## config.mk

```make
export PLATFORM = sky130hd
export DESIGN_NAME = usbol_top
export DESIGN_NICKNAME = d
export VERILOG_FILES = /design/src/rtl/usbol_pkg.sv /design/src/rtl/usbol_top.sv
export SDC_FILE = /design/constraint.sdc
export NUM_CORES = 1
export LEC_CHECK = 0
export BUFFER_PORTS_ARGS = -buffer_cell sky130_fd_sc_hd__buf_2
export CAP_MARGIN = 15
export CORE_ASPECT_RATIO = 1.75
export CORE_MARGIN = 4
export CORE_UTILIZATION = 47
export DETAILED_ROUTE_END_ITERATION = 12
export GPL_ROUTABILITY_DRIVEN = 0
export PLACE_DENSITY = 0.82
export SLEW_MARGIN = 20
export SYNTH_ARGS = -nofsm -noshare
export SYNTH_HDL_FRONTEND = slang
export SYNTH_SLANG_ARGS = --single-unit
```

## constraint.sdc

```tcl
create_clock -name clk -period 2.25 [get_ports clk]
set_clock_uncertainty 0.15 [all_clocks]
set_input_delay 0.45 -clock clk [delete_from_list [all_inputs] [get_ports clk]]
set_output_delay 0.45 -clock clk [all_outputs]
set_load 0.005 [all_outputs]
```

## src/rtl/usbol_pkg.sv

```systemverilog
// Shared constants and types for the USB line control and error flag block.
package usbol_pkg;

  // ----------------------------------------------------------------------
  // Register map
  // ----------------------------------------------------------------------
  localparam int          ADDR_W           = 8;
  localparam logic [7:0]  OFS_LINE_CTRL    = 8'h00;
  localparam logic [7:0]  OFS_ERR_FLAGS    = 8'h04;
  localparam logic [7:0]  OFS_ERR_IRQ_EN   = 8'h08;
  localparam logic [7:0]  OFS_ERR_CLR      = 8'h0c;
  localparam logic [7:0]  OFS_MODE         = 8'h10;

  // ----------------------------------------------------------------------
  // Reset values
  // ----------------------------------------------------------------------
  localparam logic [7:0]  RST_LINE_CTRL    = 8'h00;
  localparam logic [7:0]  RST_ERR_FLAGS    = 8'h00;
  localparam logic [7:0]  RST_ERR_IRQ_EN   = 8'h00;
  localparam logic        RST_HOST_MODE    = 1'b0;

  // ----------------------------------------------------------------------
  // Line control field positions
  // ----------------------------------------------------------------------
  localparam int          BIT_DP_PULLUP    = 7;
  localparam int          BIT_DM_PULLUP    = 6;
  localparam int          BIT_DP_PULLDN    = 5;
  localparam int          BIT_DM_PULLDN    = 4;
  localparam int          BIT_VBUS_ON      = 3;
  localparam int          BIT_SW_OWN       = 2;
  localparam int          BIT_VBUS_CHG     = 1;
  localparam int          BIT_VBUS_DIS     = 0;
  localparam int          BIT_HOST_MODE    = 0;

  // ----------------------------------------------------------------------
  // Error flag field positions
  // ----------------------------------------------------------------------
  localparam int          BIT_STUFF_ERR    = 7;
  localparam int          BIT_DESC_ADDR    = 6;
  localparam int          BIT_BUF_FETCH    = 5;
  localparam int          BIT_TURNAROUND   = 4;
  localparam int          BIT_PARTIAL      = 3;
  localparam int          BIT_DATA_CHECK   = 2;
  localparam int          BIT_TOKEN_FRAME  = 1;
  localparam int          BIT_PACKET_ID    = 0;

  // ----------------------------------------------------------------------
  // Timing
  // ----------------------------------------------------------------------
  localparam int          TA_BIT_TIMES     = 16;

  // ----------------------------------------------------------------------
  // Types
  // ----------------------------------------------------------------------
  typedef struct packed {
    logic dp_up;
    logic dm_up;
    logic dp_dn;
    logic dm_dn;
  } usbol_pull_s;

  typedef struct packed {
    logic stuff_err;
    logic addr_err;
    logic fetch_err;
    logic partial_byte;
    logic crc16_err;
    logic crc5_err;
    logic pid_err;
    logic sof_zero;
  } usbol_evt_s;

  typedef struct packed {
    logic eop_done;
    logic await_resp;
    logic resp_start;
    logic bit_tick;
  } usbol_ta_s;

  typedef enum logic [1:0] {
    TA_IDLE = 2'b01,
    TA_WAIT = 2'b10
  } usbol_ta_e;

endpackage

```

## src/rtl/usbol_top.sv

```systemverilog
// Line pull and VBUS control plus sticky error flags of a USB on-the-go port.
`timescale 1ns/1ps

module usbol_top
  import usbol_pkg::*;
#(
  parameter int TA_LIMIT = TA_BIT_TIMES
) (
  // Clock and reset.
  input  wire logic              clk,
  input  wire logic              rst_b,
  // Register port.
  input  wire logic [ADDR_W-1:0] addr,
  input  wire logic [31:0]       wr_data,
  input  wire logic              wr_stb,
  input  wire logic              rd_stb,
  output logic      [31:0]       rd_data,
  // Events and pull requests from the USB engine.
  input  wire usbol_pull_s       hw_pull,
  input  wire usbol_evt_s        evt,
  input  wire usbol_ta_s         ta,
  input  wire logic              xfer_busy,
  // Line and VBUS controls.
  output logic                   dplus_pullup_en,
  output logic                   dminus_pullup_en,
  output logic                   dplus_pulldown_en,
  output logic                   dminus_pulldown_en,
  output logic                   vbus_power_on,
  output logic                   vbus_charge_en,
  output logic                   vbus_discharge_en,
  // Packet rejection and interrupt.
  output logic                   pkt_reject,
  output logic                   irq
);

  // ----------------------------------------------------------------------
  // Elaboration checks
  // ----------------------------------------------------------------------
  localparam int CW = $clog2(TA_LIMIT + 2);

  if (TA_LIMIT < 1) begin : g_bad_limit
    $error("TA_LIMIT must be at least one bit-time");
  end

  // ----------------------------------------------------------------------
  // Register storage
  // ----------------------------------------------------------------------
  logic [7:0]    ctrl_r;
  logic [7:0]    ctrl_nxt;
  logic [7:0]    flags_r;
  logic [7:0]    flags_nxt;
  logic [7:0]    irq_en_r;
  logic [7:0]    irq_en_nxt;
  logic          host_mode_r;
  logic          host_mode_nxt;
  logic [31:0]   rd_nxt;
  usbol_ta_e     ta_state_r;
  usbol_ta_e     ta_state_nxt;
  logic [CW-1:0] ta_cnt_r;
  logic [CW-1:0] ta_cnt_nxt;

  // Address decode of the register port.
  logic wr_ctrl;
  logic wr_flags;
  logic wr_en;
  logic wr_clr;
  logic wr_mode;
  logic sw_own;
  logic [7:0] clr_vec;
  logic [7:0] set_vec;
  logic [3:0] pull_sel;
  logic [7:0] ctrl_view;
  logic       ta_fire;

  assign wr_ctrl  = wr_stb && (addr == OFS_LINE_CTRL);
  assign wr_flags = wr_stb && (addr == OFS_ERR_FLAGS);
  assign wr_en    = wr_stb && (addr == OFS_ERR_IRQ_EN);
  assign wr_clr   = wr_stb && (addr == OFS_ERR_CLR);
  assign wr_mode  = wr_stb && (addr == OFS_MODE);

  // ----------------------------------------------------------------------
  // Line pulls and VBUS
  // ----------------------------------------------------------------------
  // The ownership bit picks the pull source; in hardware ownership the
  // software copy is kept so that handing back ownership is glitch free.
  assign sw_own   = ctrl_r[BIT_SW_OWN];
  assign pull_sel = sw_own ? ctrl_r[BIT_DP_PULLUP:BIT_DM_PULLDN]
                           : {hw_pull.dp_up, hw_pull.dm_up,
                              hw_pull.dp_dn, hw_pull.dm_dn};

  // Software reads back the pull values currently in effect.
  assign ctrl_view = {pull_sel, ctrl_r[BIT_VBUS_ON:BIT_VBUS_DIS]};
  assign ctrl_nxt  = wr_ctrl ? wr_data[7:0] : ctrl_r;

  // Outputs are flopped, so pins change one cycle after the register.
  always_ff @(posedge clk or negedge rst_b) begin
    if (!rst_b) begin
      ctrl_r             <= RST_LINE_CTRL;
      dplus_pullup_en    <= 1'b0;
      dminus_pullup_en   <= 1'b0;
      dplus_pulldown_en  <= 1'b0;
      dminus_pulldown_en <= 1'b0;
      vbus_power_on      <= 1'b0;
      vbus_charge_en     <= 1'b0;
      vbus_discharge_en  <= 1'b0;
    end else begin
      ctrl_r             <= ctrl_nxt;
      dplus_pullup_en    <= pull_sel[3];
      dminus_pullup_en   <= pull_sel[2];
      dplus_pulldown_en  <= pull_sel[1];
      dminus_pulldown_en <= pull_sel[0];
      vbus_power_on      <= ctrl_r[BIT_VBUS_ON];
      vbus_charge_en     <= ctrl_r[BIT_VBUS_CHG];
      vbus_discharge_en  <= ctrl_r[BIT_VBUS_DIS];
    end
  end

  // ----------------------------------------------------------------------
  // Bus turnaround watchdog
  // ----------------------------------------------------------------------
  // Counts bit-times after an end-of-packet that expects an answer; the
  // tick that makes the count exceed the limit raises the timeout.
  assign ta_fire = (ta_state_r == TA_WAIT) && !ta.resp_start && ta.bit_tick &&
                   (ta_cnt_r == CW'(TA_LIMIT));

  always_comb begin
    ta_state_nxt = ta_state_r;
    ta_cnt_nxt   = ta_cnt_r;
    case (ta_state_r)
      TA_IDLE: begin
        if (ta.eop_done && ta.await_resp) begin
          ta_state_nxt = TA_WAIT;
          ta_cnt_nxt   = '0;
        end
      end
      TA_WAIT: begin
        if (ta.resp_start || ta_fire) begin
          ta_state_nxt = TA_IDLE;
          ta_cnt_nxt   = '0;
        end else if (ta.bit_tick) begin
          ta_cnt_nxt   = ta_cnt_r + CW'(1);
        end
      end
      default: begin
        ta_state_nxt = TA_IDLE;
        ta_cnt_nxt   = '0;
      end
    endcase
  end

  always_ff @(posedge clk or negedge rst_b) begin
    if (!rst_b) begin
      ta_state_r <= TA_IDLE;
      ta_cnt_r   <= '0;
    end else begin
      ta_state_r <= ta_state_nxt;
      ta_cnt_r   <= ta_cnt_nxt;
    end
  end

  // ----------------------------------------------------------------------
  // Error flags and interrupt
  // ----------------------------------------------------------------------
  // Bit 1 changes meaning with the role: frame overrun as host, token
  // check failure as device.
  assign set_vec[BIT_STUFF_ERR]   = evt.stuff_err;
  assign set_vec[BIT_DESC_ADDR]   = evt.addr_err;
  assign set_vec[BIT_BUF_FETCH]   = evt.fetch_err;
  assign set_vec[BIT_TURNAROUND]  = ta_fire;
  assign set_vec[BIT_PARTIAL]     = evt.partial_byte;
  assign set_vec[BIT_DATA_CHECK]  = evt.crc16_err;
  assign set_vec[BIT_TOKEN_FRAME] = host_mode_r ? (evt.sof_zero && xfer_busy)
                                                : evt.crc5_err;
  assign set_vec[BIT_PACKET_ID]   = !host_mode_r && evt.pid_err;

  // Both the flag register and the clear register accept ones to clear.
  assign clr_vec = (wr_flags || wr_clr) ? wr_data[7:0] : 8'h00;

  // A new event in the clearing cycle wins, so no error is lost.
  assign flags_nxt     = (flags_r & ~clr_vec) | set_vec;
  assign irq_en_nxt    = wr_en ? wr_data[7:0] : irq_en_r;
  assign host_mode_nxt = wr_mode ? wr_data[BIT_HOST_MODE] : host_mode_r;

  always_ff @(posedge clk or negedge rst_b) begin
    if (!rst_b) begin
      flags_r     <= RST_ERR_FLAGS;
      irq_en_r    <= RST_ERR_IRQ_EN;
      host_mode_r <= RST_HOST_MODE;
      irq         <= 1'b0;
      pkt_reject  <= 1'b0;
    end else begin
      flags_r     <= flags_nxt;
      irq_en_r    <= irq_en_nxt;
      host_mode_r <= host_mode_nxt;
      irq         <= |(flags_r & irq_en_r);
      pkt_reject  <= evt.crc16_err || evt.stuff_err;
    end
  end

  // ----------------------------------------------------------------------
  // Read path
  // ----------------------------------------------------------------------
  // Unmapped addresses and the clear register read as zero.
  always_comb begin
    rd_nxt = 32'h0000_0000;
    if (rd_stb) begin
      case (addr)
        OFS_LINE_CTRL:  rd_nxt = {24'h00_0000, ctrl_view};
        OFS_ERR_FLAGS:  rd_nxt = {24'h00_0000, flags_r};
        OFS_ERR_IRQ_EN: rd_nxt = {24'h00_0000, irq_en_r};
        OFS_MODE:       rd_nxt = {31'h0000_0000, host_mode_r};
        default:        rd_nxt = 32'h0000_0000;
      endcase
    end
  end

  always_ff @(posedge clk or negedge rst_b) begin
    if (!rst_b) begin
      rd_data <= 32'h0000_0000;
    end else begin
      rd_data <= rd_nxt;
    end
  end
endmodule
```

# == Yosys cells after proc, flatten, opt, wreduce, memory -nomap -nowiden ==
# Index checks and enable logic that the tools add are counted.
# Widths: inputs -> output; s select.
# totals
word_cells,63
register_bits,73
input_bits,61
# op_classes
bitwise_logic,4
addsub,1
mux,12
n_reduce_logical,20
eq_ne,10
# op_table
operator,n
$mux 32,1
$pmux 8 s4,1
$and 8x8->8,2
$eq 8x4->1 const B,2
$mux 5,3
$logic_and 1x1->1,11
$pmux 5 s2,1
$eq 8x3->1 const B,1
$eq 8x5->1 const B,1
$logic_not 8->1,1
$mux 8,1
$not 8->8,1
$or 8x8->8,1
$reduce_or 8->1,1
$add 5x1->5 const B,1
$eq 5x5->1 const B,1
$mux 2,2
$mux 4,1
$pmux 2 s2,1
$reduce_and 2->1,2
$logic_or 1x1->1,3
$ne 3x2->1 const B,1
$eq 2x1->1 const B,1
$eq 2x2->1 const B,1
4 further kinds,5

# == Depth between registers and ports, before layout ==
# Gate-level depths: netlist (run 1).
# depth
word_depth,7
mapped_depth,6

# == Worst setup path after synthesis (run 1) ==
# OpenSTA, ideal clock, no wires.
# synth_timing
path_kind,input to register
startpoint,input port addr[1]
endpoint,register irq_en_r[6]
setup_time_ns,0.128
cell_stages,4
setup_slack_ns,0.283
arrival_ns,1.690
path_cell_list,or4_4 -> nor3_4 -> nand3_4 -> mux2_1
# synth_via
elab_chain_cells,2
# synth_lines
item,line,source
from (decl),usbol_top.sv:13,"input wire logic [ADDR_W-1:0] addr,"
$eq 8x4->1,usbol_top.sv:77,assign wr_en = wr_stb && (addr == OFS_ERR_IRQ_EN);
$logic_and 1x1->1,usbol_top.sv:77,
to (signal assigned),usbol_top.sv:193,irq_en_r <= irq_en_nxt;
to (decl),usbol_top.sv:52,logic [7:0] irq_en_r;
# No other way between the ends.
# A chain may end at the register's enable or synchronous reset.

# == Worst setup path after layout (run 1) ==
# layout_timing
startpoint,register ta_state_r[0]
endpoint,register ta_cnt_r[3]
# layout_via
elab_chain_cells,7
word_cells_on_any_way,11
cone_classes,4 x eq/ne; 2 x mux; 5 x reduce/logical
# layout_lines
item,line,source
from (decl),usbol_top.sv:57,usbol_ta_e ta_state_r;
from (signal assigned),usbol_top.sv:156,ta_state_r <= ta_state_nxt;
$eq 2x2->1,"usbol_top.sv:123, usbol_top.sv:129",
$logic_and 1x1->1 (3 in series),usbol_top.sv:123,assign ta_fire = (ta_state_r == TA_WAIT) && !ta.resp_start && ta.bit_tick &&
$logic_or 1x1->1,usbol_top.sv:137,if (ta.resp_start || ta_fire) begin
$mux 5 / $ne 3x2->1 (equally long branches),-,
$pmux 5 s2 / $reduce_and 2->1 (equally long branches),-,
to (signal assigned),usbol_top.sv:157,ta_cnt_r <= ta_cnt_nxt;
to (decl),usbol_top.sv:59,logic [CW-1:0] ta_cnt_r;
# Several ways; a longest one is shown, not always the timed one.

==> key figures, run 1 <==
Run status
  • Run status: finished, final reports clean

Power
  • Cell area power density: around 630 nW/um2
  • P_sw: 410.9 uW
  • Internal power: 1321 uW
  • Clk network pwr share: 0.363
  • Gate power share: 0.102
  • Switch share: 0.2373
  • Seq pwr share: 0.536
  • Peak VDD IR: 0.5008 mV
  • Lkg Pwr: around 0.0014 uW

Job
  • Max Cap Violations: 0

GRT
  • Largest net degree at the start of global routing: 26
  • Gr usage total: 0.1687
  • Number of global-route vias before repair: roughly 1700
  • First-pass GRT wire length: between 7000 and 8000 um
  • GRT Residual Overflow: 0
  • Initial antenna violation count: 0

Cells and area
  • Commonest non-fill, non-tap cell in the layout: buf_2
  • Layout fillers: 403
  • Layout area overhead: 16.55%
  • Leading cell types in the layout, fill and taps excluded: 53 x buf_2, 48 x dfrtp_1, 24 x conb_1, 21 x mux2_2, 21 x nand2_1
  • Nets: 336
  • Fraction of layout cells with a size suffix above 1: 0.3540
  • Ant. Diodes: 0
  • Multi-input logic area: 984.7 um2
  • Register area: about 1200 um2

Clocking
  • Setup Buffers After CTS: 0
  • H-tree levels: 2
  • Max Buffers Root-to-Sink: 2
  • CTS sink cnt: 49
  • # resized after CTS: 0
  • Clk Latency, worst-skew pair: 0.30 ns
  • CTS tree: done
  • Clk slew on worst S/H paths: 0.09 ns
  • CTS root buffer: clkbuf_8
  • Total CTS buffers: 5
  • # hold bufs at CTS: 1

STA
  • Tightest Pin Transition: 0.5353 ns
  • Hold WS: approximately 0.17 ns
  • Setup TNS: 0 ns
  • F_max: 523.7 MHz
  • Fin. max-slew vios: 0
  • Final worst-path cycle share: 0.8486
  • RSZ-0062 raised after global routing: false
  • Final hold violations: 0
  • Relative slew slack: 0.6394
  • Final critical-path setup slack: 0.3406 ns
  • Min Clock Period, post-route: 1.909 ns
  • Final setup violation count: 0

Critical path
  • CP required: between 2 and 2.5 ns
  • CP top delay family: simple AND/OR/NAND/NOR gates
  • Crit path kind: reg -> reg
  • Most common cell on crit path: o21ai_0
  • Worst setup EP type: flop
  • R2R Setup Slk: 0.34 ns
  • R2r startpoint: ta_state_r[0]
  • R2R Path End: ta_cnt_r[3]
  • Slowest-stage cell, CP: or4b_2
  • Cell count of the worst reg-to-reg path: 4
  • Worst path cell trace: or4b_2, o21ai_0, o21ai_0, a21oi_1
  • Critical Path AT: 1.98 ns
  • Crit path max fanout: 6
  • Worst Setup Start Kind: flop
  • Critical path's largest stage delay: 0.71 ns
  • WP buf/inv: 0

Routing
  • Routed len/inst: 14.36 um
  • Routed vias/inst: 5.092
  • DRT antenna net count: 0
  • DRC: 0
  • DRT Pass-1 Iters: 4
  • Via count: approximately 1700
  • Drt total wl: 4681 um
  • Initial DRC Count: 36

Floorplan
  • # IOs: 102
  • Rows: 33
  • Starting Density: 0.4951
  • Core area: 4748 um2
  • Die area: 6242 um2
  • Die span in x: 61.47 um
  • DIE HEIGHT: 101.6 um

Yosys
  • Synth Cell Area: between 2000 and 2500 um2
  • Ys Warns: 0
  • Post-synth EDFFs: 0
  • Seq cells post-synth: 49
  • Yosys cell types: 45
  • Fraction of registers with async set/reset: 1.000
  • Predominant post-synthesis flop cell: dfrtp_1
  • Mapped Cells: 210
  • Mean Syn Cell Area: 11.20 um2
  • Post-synthesis sequential area ratio: 0.5221

Worst hold path
  • HP Class: in -> reg
  • Hold path startpoint: evt[6]
  • Hold Path Sink: flags_r[6]
  • Hold Crit Depth: 2

Place
  • Port Buffers: between 50 and 60
  • Pre-CTS WS: 0.06922 ns
  • HPWL after DPL: 3666 um
through the flow:
step	std cells	power, uW	util	instance area (um2)
floorplan	233	1054	-	2437
global placement	317	1113	0.5513	2618
detailed placement	317	1119	0.5513	2618
CTS	326	1748	0.5771	2740
global route	326	1822	0.5771	2740
finish	326	1732	0.5771	2740
worst max path at each step:
stage | from | to | slack, ns | cells past startpoint
2_1_floorplan | addr[1] | irq_en_r[6] | 0.28 | 4
3_3_place_gp | addr[1] | irq_en_r[6] | 0.09 | 5
3_5_place_dp | addr[1] | irq_en_r[6] | 0.07 | 5
4_1_cts | ta_state_r[0] | ta_cnt_r[3] | 0.33 | 4
5_1_grt | ta_state_r[0] | ta_cnt_r[3] | 0.25 | 4
6_report | ta_state_r[0] | ta_cnt_r[3] | 0.34 | 4
layout make-up:
class                           instances  share of cell area
Tap cell                               52             0.02374
Timing Repair Buffer                   61              0.1196
Sequential cell                        49              0.4479
Multi-Input combinational cell        150              0.3594
Clock buffer                            5             0.02511
Clock inverter                          3             0.01598
Inverter                                6            0.008219
power by group through the flow:
stage | Combinational (uW) | Clock, uW | Sequential [uW]
final | 176 | 628 | 928
after global routing | 200 | 690 | 932
after CTS | 176 | 645 | 927
after detailed placement | 174 | 0 | 944
after global placement | 170 | 0 | 943
after floorplan | 111 | 0 | 943
state kept, by name, indices dropped and copies added, names as in the netlist:
signal and flops:
ctrl_r 8, flags_r 8, irq_en_r 8, rd_data 8
ta_cnt_r 5, ta_state_r 2, dminus_pulldown_en 1, dminus_pullup_en 1
dplus_pulldown_en 1, dplus_pullup_en 1, host_mode_r 1, irq 1
pkt_reject 1, vbus_charge_en 1, vbus_discharge_en 1, vbus_power_on 1
cells by family (layout without fill, tap and decap cells):
family | count (synthesis) | in the layout | synth area share
other cells | 1 | 24 | 0.001595
fa+ha+maj | 2 | 2 | 0.01064
buf+inv | 34 | 75 | 0.09579
xor+xnor | 2 | 2 | 0.007452
simple gates | 60 | 60 | 0.1400
mux | 25 | 25 | 0.1181
flops | 49 | 49 | 0.5221
compound gates | 37 | 37 | 0.1043
per-layer routing:
layer  share of wire  vias up  track usage
li1                -      807            -
met1            0.34      776       0.1786
met2            0.57       69       0.2977
met3           0.072        8      0.03954
met4           0.020        0      0.08660
met5               0        -            0
Yosys cell counts (2+ instances only):
cell type,instances,share of area
inv_1,6,0.0096
mux2_2,21,0.10
nor2_1,16,0.026
nand3_4,2,0.015
mux2i_1,3,0.013
nand4_1,2,0.0053
buf_4,24,0.077
nand2_1,21,0.034
o21ai_0,3,0.0064
a22oi_1,4,0.013
or2_2,2,0.0053
a21oi_1,14,0.030
nand3_1,2,0.0043
ha_1,2,0.011
o211ai_1,2,0.0064
nand2b_1,2,0.0053
a21o_1,6,0.019
clkbuf_1,2,0.0032
dfrtp_1,48,0.51
and3_1,2,0.0053
o21a_1,2,0.0064
Note: power is estimated with default switching activity, not from simulation.
==> run 2, diff against run 1 <==
--- a/config.mk
+++ b/config.mk
@@ -9,10 +9,10 @@
 export CAP_MARGIN = 15
 export CORE_ASPECT_RATIO = 1.75
 export CORE_MARGIN = 4
-export CORE_UTILIZATION = 47
+export CORE_UTILIZATION = 43
 export DETAILED_ROUTE_END_ITERATION = 12
 export GPL_ROUTABILITY_DRIVEN = 0
-export PLACE_DENSITY = 0.82
+export PLACE_DENSITY = 0.79
 export SLEW_MARGIN = 20
 export SYNTH_ARGS = -nofsm -noshare
 export SYNTH_HDL_FRONTEND = slang
==> constraint.sdc (replaced) <==
create_clock -name clk -period 1.7 [get_ports clk]
set_clock_uncertainty 0.15 [all_clocks]
set_input_delay 0.34 -clock clk [delete_from_list [all_inputs] [get_ports clk]]
set_output_delay 0.34 -clock clk [all_outputs]
set_load 0.005 [all_outputs]
==> run 2 against run 1 <==
Compared with the run above: critical path depth grew 1; highest routed layer unchanged; worst hold slack lost 0.095 ns; largest power group unchanged; the flow now finishes with violations (negative setup slack); flip-flop and latch count is the same.
==> key figures, run 2 (synthesized netlist as in run 1, its figures left out) <==
GRT
  • Initial antenna violation count: 0
  • Largest net degree at the start of global routing: 33
  • Gr usage total: 0.1467
  • Number of global-route vias before repair: 1750
  • First-pass GRT wire length: 7803 um
  • GRT Residual Overflow: 0

Cells and area
  • Ant. Diodes: 0
  • Layout area overhead: 21.77%
  • Layout fillers: between 400 and 500
  • Commonest non-fill, non-tap cell in the layout: buf_2
  • Nets: between 300 and 400
  • Leading cell types in the layout, fill and taps excluded: 52 x buf_2, 48 x dfrtp_1, 24 x conb_1, 21 x mux2_2, 21 x nand2_1
  • Fraction of layout cells with a size suffix above 1: 0.3901
  • Finished Layout Cells: 356

Critical path
  • R2R Setup Slk: 0.07 ns
  • R2r startpoint: ta_cnt_r[0]
  • Cell count of the worst reg-to-reg path: 6
  • Critical Path AT: 1.76 ns
  • Worst setup EP type: flop
  • Crit path max fanout: 8
  • R2R Path End: ta_cnt_r[3]
  • Worst setup endpoint: ctrl_r[3]
  • Crit path kind: in -> reg
  • Critical Path Source: addr[1]
  • Worst Setup Start Kind: input port
  • CP required: 1.73 ns

Floorplan
  • Starting Density: 0.4437
  • Die span in x: 63.90 um
  • Die area: around 6800 um2
  • DIE HEIGHT: 105.8 um
  • Rows: 35
  • # IOs: ~100
  • Core area: around 5300 um2

Clocking
  • CTS sink cnt: 49
  • CTS tree: done
  • H-tree levels: 2
  • Clk Latency, worst-skew pair: slightly below 0.3 ns
  • CTS root buffer: clkbuf_8
  • Max Buffers Root-to-Sink: 2
  • Clk slew on worst S/H paths: 0.08 ns
  • Total CTS buffers: 5

STA
  • Final worst-path cycle share: 1.021
  • Fin. max-slew vios: 0
  • Final hold violations: 0
  • RSZ-0062 raised after global routing: true
  • Final critical-path setup slack: -0.03528 ns
  • Min Clock Period, post-route: ~1.7 ns
  • F_max: 576.3 MHz
  • Setup TNS: -0.1982 ns
  • Final setup violation count: 13

Routing
  • Routed len/inst: 13.22 um
  • DRT Pass-1 Iters: 4
  • DRC: 0
  • Routed vias/inst: roughly 4.8
  • DRT antenna net count: 0
  • Via count: 1701
  • Initial DRC Count: 26
  • Drt total wl: 4707 um

Place
  • Placed Instances: 343
  • Port Buffers: 53
  • HPWL after DPL: 3717 um

Power
  • Lkg Pwr: ~0.0014 uW
  • Cell area power density: 762.9 nW/um2
  • Peak VDD IR: 0.4429 mV
  • Pwr Total: 2184 uW

Run status
  • Failing checks: negative setup slack
  • Run status: finished, violations left

Worst hold path
  • Hold Crit Depth: 2
  • HP Class: in -> reg

Job
  • Max Cap Violations: 0
==> run 2: worst max-delay path, cell delays in order <==
cell and delay, ns:
buf_6 0.09, or4_4 0.55, nor3_4 0.25, nand3_4 0.21
mux2_2 0.32
==> run 2: how the worst min path moves through the flow <==
stage	from	to
2_1_floorplan	rst_b	ctrl_r[0]
3_3_place_gp	rst_b	ta_state_r[1]
3_5_place_dp	rst_b	ta_state_r[1]
4_1_cts	evt[4]	flags_r[3]
5_1_grt	evt[5]	flags_r[5]
6_report	evt[5]	flags_r[5]
==> run 2: cell type report <==
class	count	area, um2	area share
multi-input cells	150	1017	0.3553
well taps	74	92.59	0.03234
clock inverters	2	13.76	0.004808
clock buffers	6	82.58	0.02885
flip-flops and latches	49	1227	0.4288
repair buffers	69	406.6	0.1420
inverters	6	22.52	0.007867
==> run 2: report_power, final <==
part           switching (uW)  internal [uW]  total (uW)
clock network             372            330         702
registers                21.9           1200        1230
logic                     138            117         255
total                     532           1650        2180
==> run 2: repair_timing <==
item / in CTS / in global routing
setup buffers: 3 / 1
pin swaps: 0 / 1
endpoints found under the hold margin: 16 / 0
cloned: 0 / 0
hold buffers: 1 / 0
setup endpoints to repair: 20 / 19
resized for setup: 4 / 3
==> run 2: per-layer routing <==
metal | wire [um] | global-route usage | vias up
li1 | - | - | 821
met1 | 1582 | 0.1449 | 820
met2 | 2712 | 0.2791 | 50
met3 | 327 | 0.03945 | 10
met4 | 84 | 0.05719 | 0
met5 | 0 | 0 | -
==> run 2: stage by stage <==
step | setup slack (ns) | area, um2 | util | hold WS [ns]
3_5_place_dp | -0.3851 | 2691 | 0.5079 | 0.1578
5_1_grt | -0.06068 | 2863 | 0.5403 | 0.05790
3_3_place_gp | -0.3533 | 2691 | 0.5079 | 0.1464
4_1_cts | -0.04155 | 2841 | 0.5362 | 0.06599
2_1_floorplan | -0.1571 | 2441 | - | -0.1056
6_report | -0.03528 | 2863 | 0.5403 | 0.07379
==> run 3, diff against run 2 <==
--- a/config.mk
+++ b/config.mk
@@ -9,10 +9,11 @@
 export CAP_MARGIN = 15
 export CORE_ASPECT_RATIO = 1.75
 export CORE_MARGIN = 4
-export CORE_UTILIZATION = 43
+export CORE_UTILIZATION = 47
 export DETAILED_ROUTE_END_ITERATION = 12
 export GPL_ROUTABILITY_DRIVEN = 0
-export PLACE_DENSITY = 0.79
+export PLACE_DENSITY = 0.82
+export RECOVER_POWER = 100
 export SLEW_MARGIN = 20
 export SYNTH_ARGS = -nofsm -noshare
 export SYNTH_HDL_FRONTEND = slang
==> constraint.sdc (replaced) <==
create_clock -name clk -period 1.8 [get_ports clk]
set_clock_uncertainty 0.15 [all_clocks]
set_input_delay 0.36 -clock clk [delete_from_list [all_inputs] [get_ports clk]]
set_output_delay 0.36 -clock clk [all_outputs]
set_load 0.005 [all_outputs]
==> run 3 against run 2 <==
Compared with the run above: the run now ends clean; wire length increased by 2.2%; via count increased by 0.29%; flip-flop and latch count unchanged; register-to-register slack improved by 0.08 ns; non-clock buffer count decreased by 5; die area decreased by 7.7%; final cell count decreased by 7.6%; worst hold slack improved by 0.024 ns; total power decreased by 7.3%; clock power decreased by 8.5%; critical path type unchanged.
==> key figures, run 3 (synthesized netlist as in run 1, its figures left out) <==
Worst hold path
  • HP Class: in -> reg

Cells and area
  • Ant. Diodes: 0
  • Layout area overhead: 16.07%
  • Commonest non-fill, non-tap cell in the layout: dfrtp_1
  • Nets: 339
  • Leading cell types in the layout, fill and taps excluded: 47 x dfrtp_1, 41 x buf_2, 24 x conb_1, 21 x nand2_1, 18 x mux2_2
  • Fraction of layout cells with a size suffix above 1: 0.3141
  • Design area: about 2700 um2
  • Layout fillers: 423
  • Finished Layout Cells: 329

Critical path
  • Crit path max fanout: 8
  • Crit path kind: in -> reg
  • Worst path cell trace: buf_2, or4_4, nor3_4, nand3_4, mux2_4
  • WP buf/inv: 1
  • Critical Path AT: ~1.8 ns
  • CP top delay family: simple AND/OR/NAND/NOR gates
  • Worst Setup Start Kind: input port
  • Critical path's largest stage delay: 0.55 ns
  • Slowest-stage cell, CP: or4_4
  • Worst setup EP type: flop
  • CP required: approximately 1.8 ns

STA
  • Relative slew slack: 0.6384
  • Setup TNS: 0 ns
  • Tightest Pin Transition: roughly 0.54 ns
  • Final setup violation count: 0
  • Min Clock Period, post-route: ~1.7 ns
  • Final worst-path cycle share: 0.9719
  • RSZ-0062 raised after global routing: false
  • F_max: 571.6 MHz
  • Hold WS: 0.09783 ns
  • Final critical-path setup slack: 0.05065 ns
  • Final hold violations: 0
  • Fin. max-slew vios: 0

Place
  • Placed Instances: 320
  • Placed inst area: 2653 um2
  • Pre-CTS WS: -0.2843 ns
  • Port Buffers: 53
  • HPWL after DPL: ~3800 um

GRT
  • Gr usage total: 0.1727
  • First-pass GRT wire length: roughly 8000 um
  • Number of global-route vias before repair: 1723
  • GRT Residual Overflow: 0
  • Initial antenna violation count: 0
  • Largest net degree at the start of global routing: 30

Floorplan
  • Core area: ~4700 um2
  • Rows: 33
  • # IOs: ~100
  • Die span in x: 61.47 um
  • DIE HEIGHT: 101.6 um
  • Die area: 6242 um2
  • Starting Density: 0.4951

Clocking
  • CTS root buffer: clkbuf_8
  • Clk Latency, worst-skew pair: 0.30 ns
  • Setup Buffers After CTS: 0
  • Clk slew on worst S/H paths: roughly 0.090 ns
  • Total CTS buffers: 5
  • CTS sink cnt: 49
  • CTS tree: done
  • Max Buffers Root-to-Sink: 2
  • H-tree levels: 2

Routing
  • Via count: 1706
  • Routed vias/inst: 5.185
  • DRT Pass-1 Iters: 4
  • DRT antenna net count: 0
  • Routed len/inst: 14.62 um
  • Initial DRC Count: 39
  • DRC: 0
  • Drt total wl: 4811 um

Power
  • Cell area power density: ~740 nW/um2
  • Peak VDD IR: 0.6942 mV
  • Lkg Pwr: 0.001337 uW

Run status
  • Run status: finished, final reports clean

Job
  • Max Cap Violations: 0
[run 3: per-stage QoR]
stage / utilization / power [uW]
6_report: 0.5747 / 2025
2_1_floorplan: - / 1317
3_5_place_dp: 0.5586 / 1406
5_1_grt: 0.5747 / 2140
4_1_cts: 0.5789 / 2049
3_3_place_gp: 0.5586 / 1398
[run 3: final cells by class]
class,count,area (um2),share of cell area
Clock buffer,6,72.57,0.02659
Clock inverter,2,13.76,0.005044
Inverter,6,22.52,0.008253
Multi-Input combinational cell,150,996.0,0.3650
Sequential cell,49,1229,0.4503
Tap cell,52,65.06,0.02384
Timing Repair Buffer,64,330.3,0.1210
[run 3: timing repair]
item / CTS / global route
hold buffers: 1 / 0
setup endpoints to repair: 2 / 8
gates resized for setup: 1 / 6
pin swaps: 0 / 3
hold endpoints to repair: 19 / 0
[run 3: final timing paths]
check | cells after the start | slack [ns] | start | to
setup / recovery | 5 | 0.05 | addr[1] | irq_en_r[6]
hold / removal | 2 | 0.1 | evt[3] | flags_r[2]
setup reg to reg | 5 | 0.15 | ta_state_r[0] | ta_cnt_r[2]
hold reg to reg | 0 | 0.26 | ctrl_r[1] | vbus_charge_en
max in group asynchronous | 3 | 0.25 | rst_b | flags_r[6]
min in group asynchronous | 2 | 0.41 | rst_b | ta_state_r[1]
[run 3: metal layers]
metal,vias up,GRT usage,part of all wire
li1,811,-,-
met2,54,0.3132,0.56
met1,834,0.1878,0.35
met4,0,0.06373,0.018
met5,-,0,0
met3,7,0.03954,0.064
[run 3: report_power, final]
group	switching [uW]	internal, uW
logic	127	96.9
clock network	365	278
registers	21.3	1140
total	513	1510
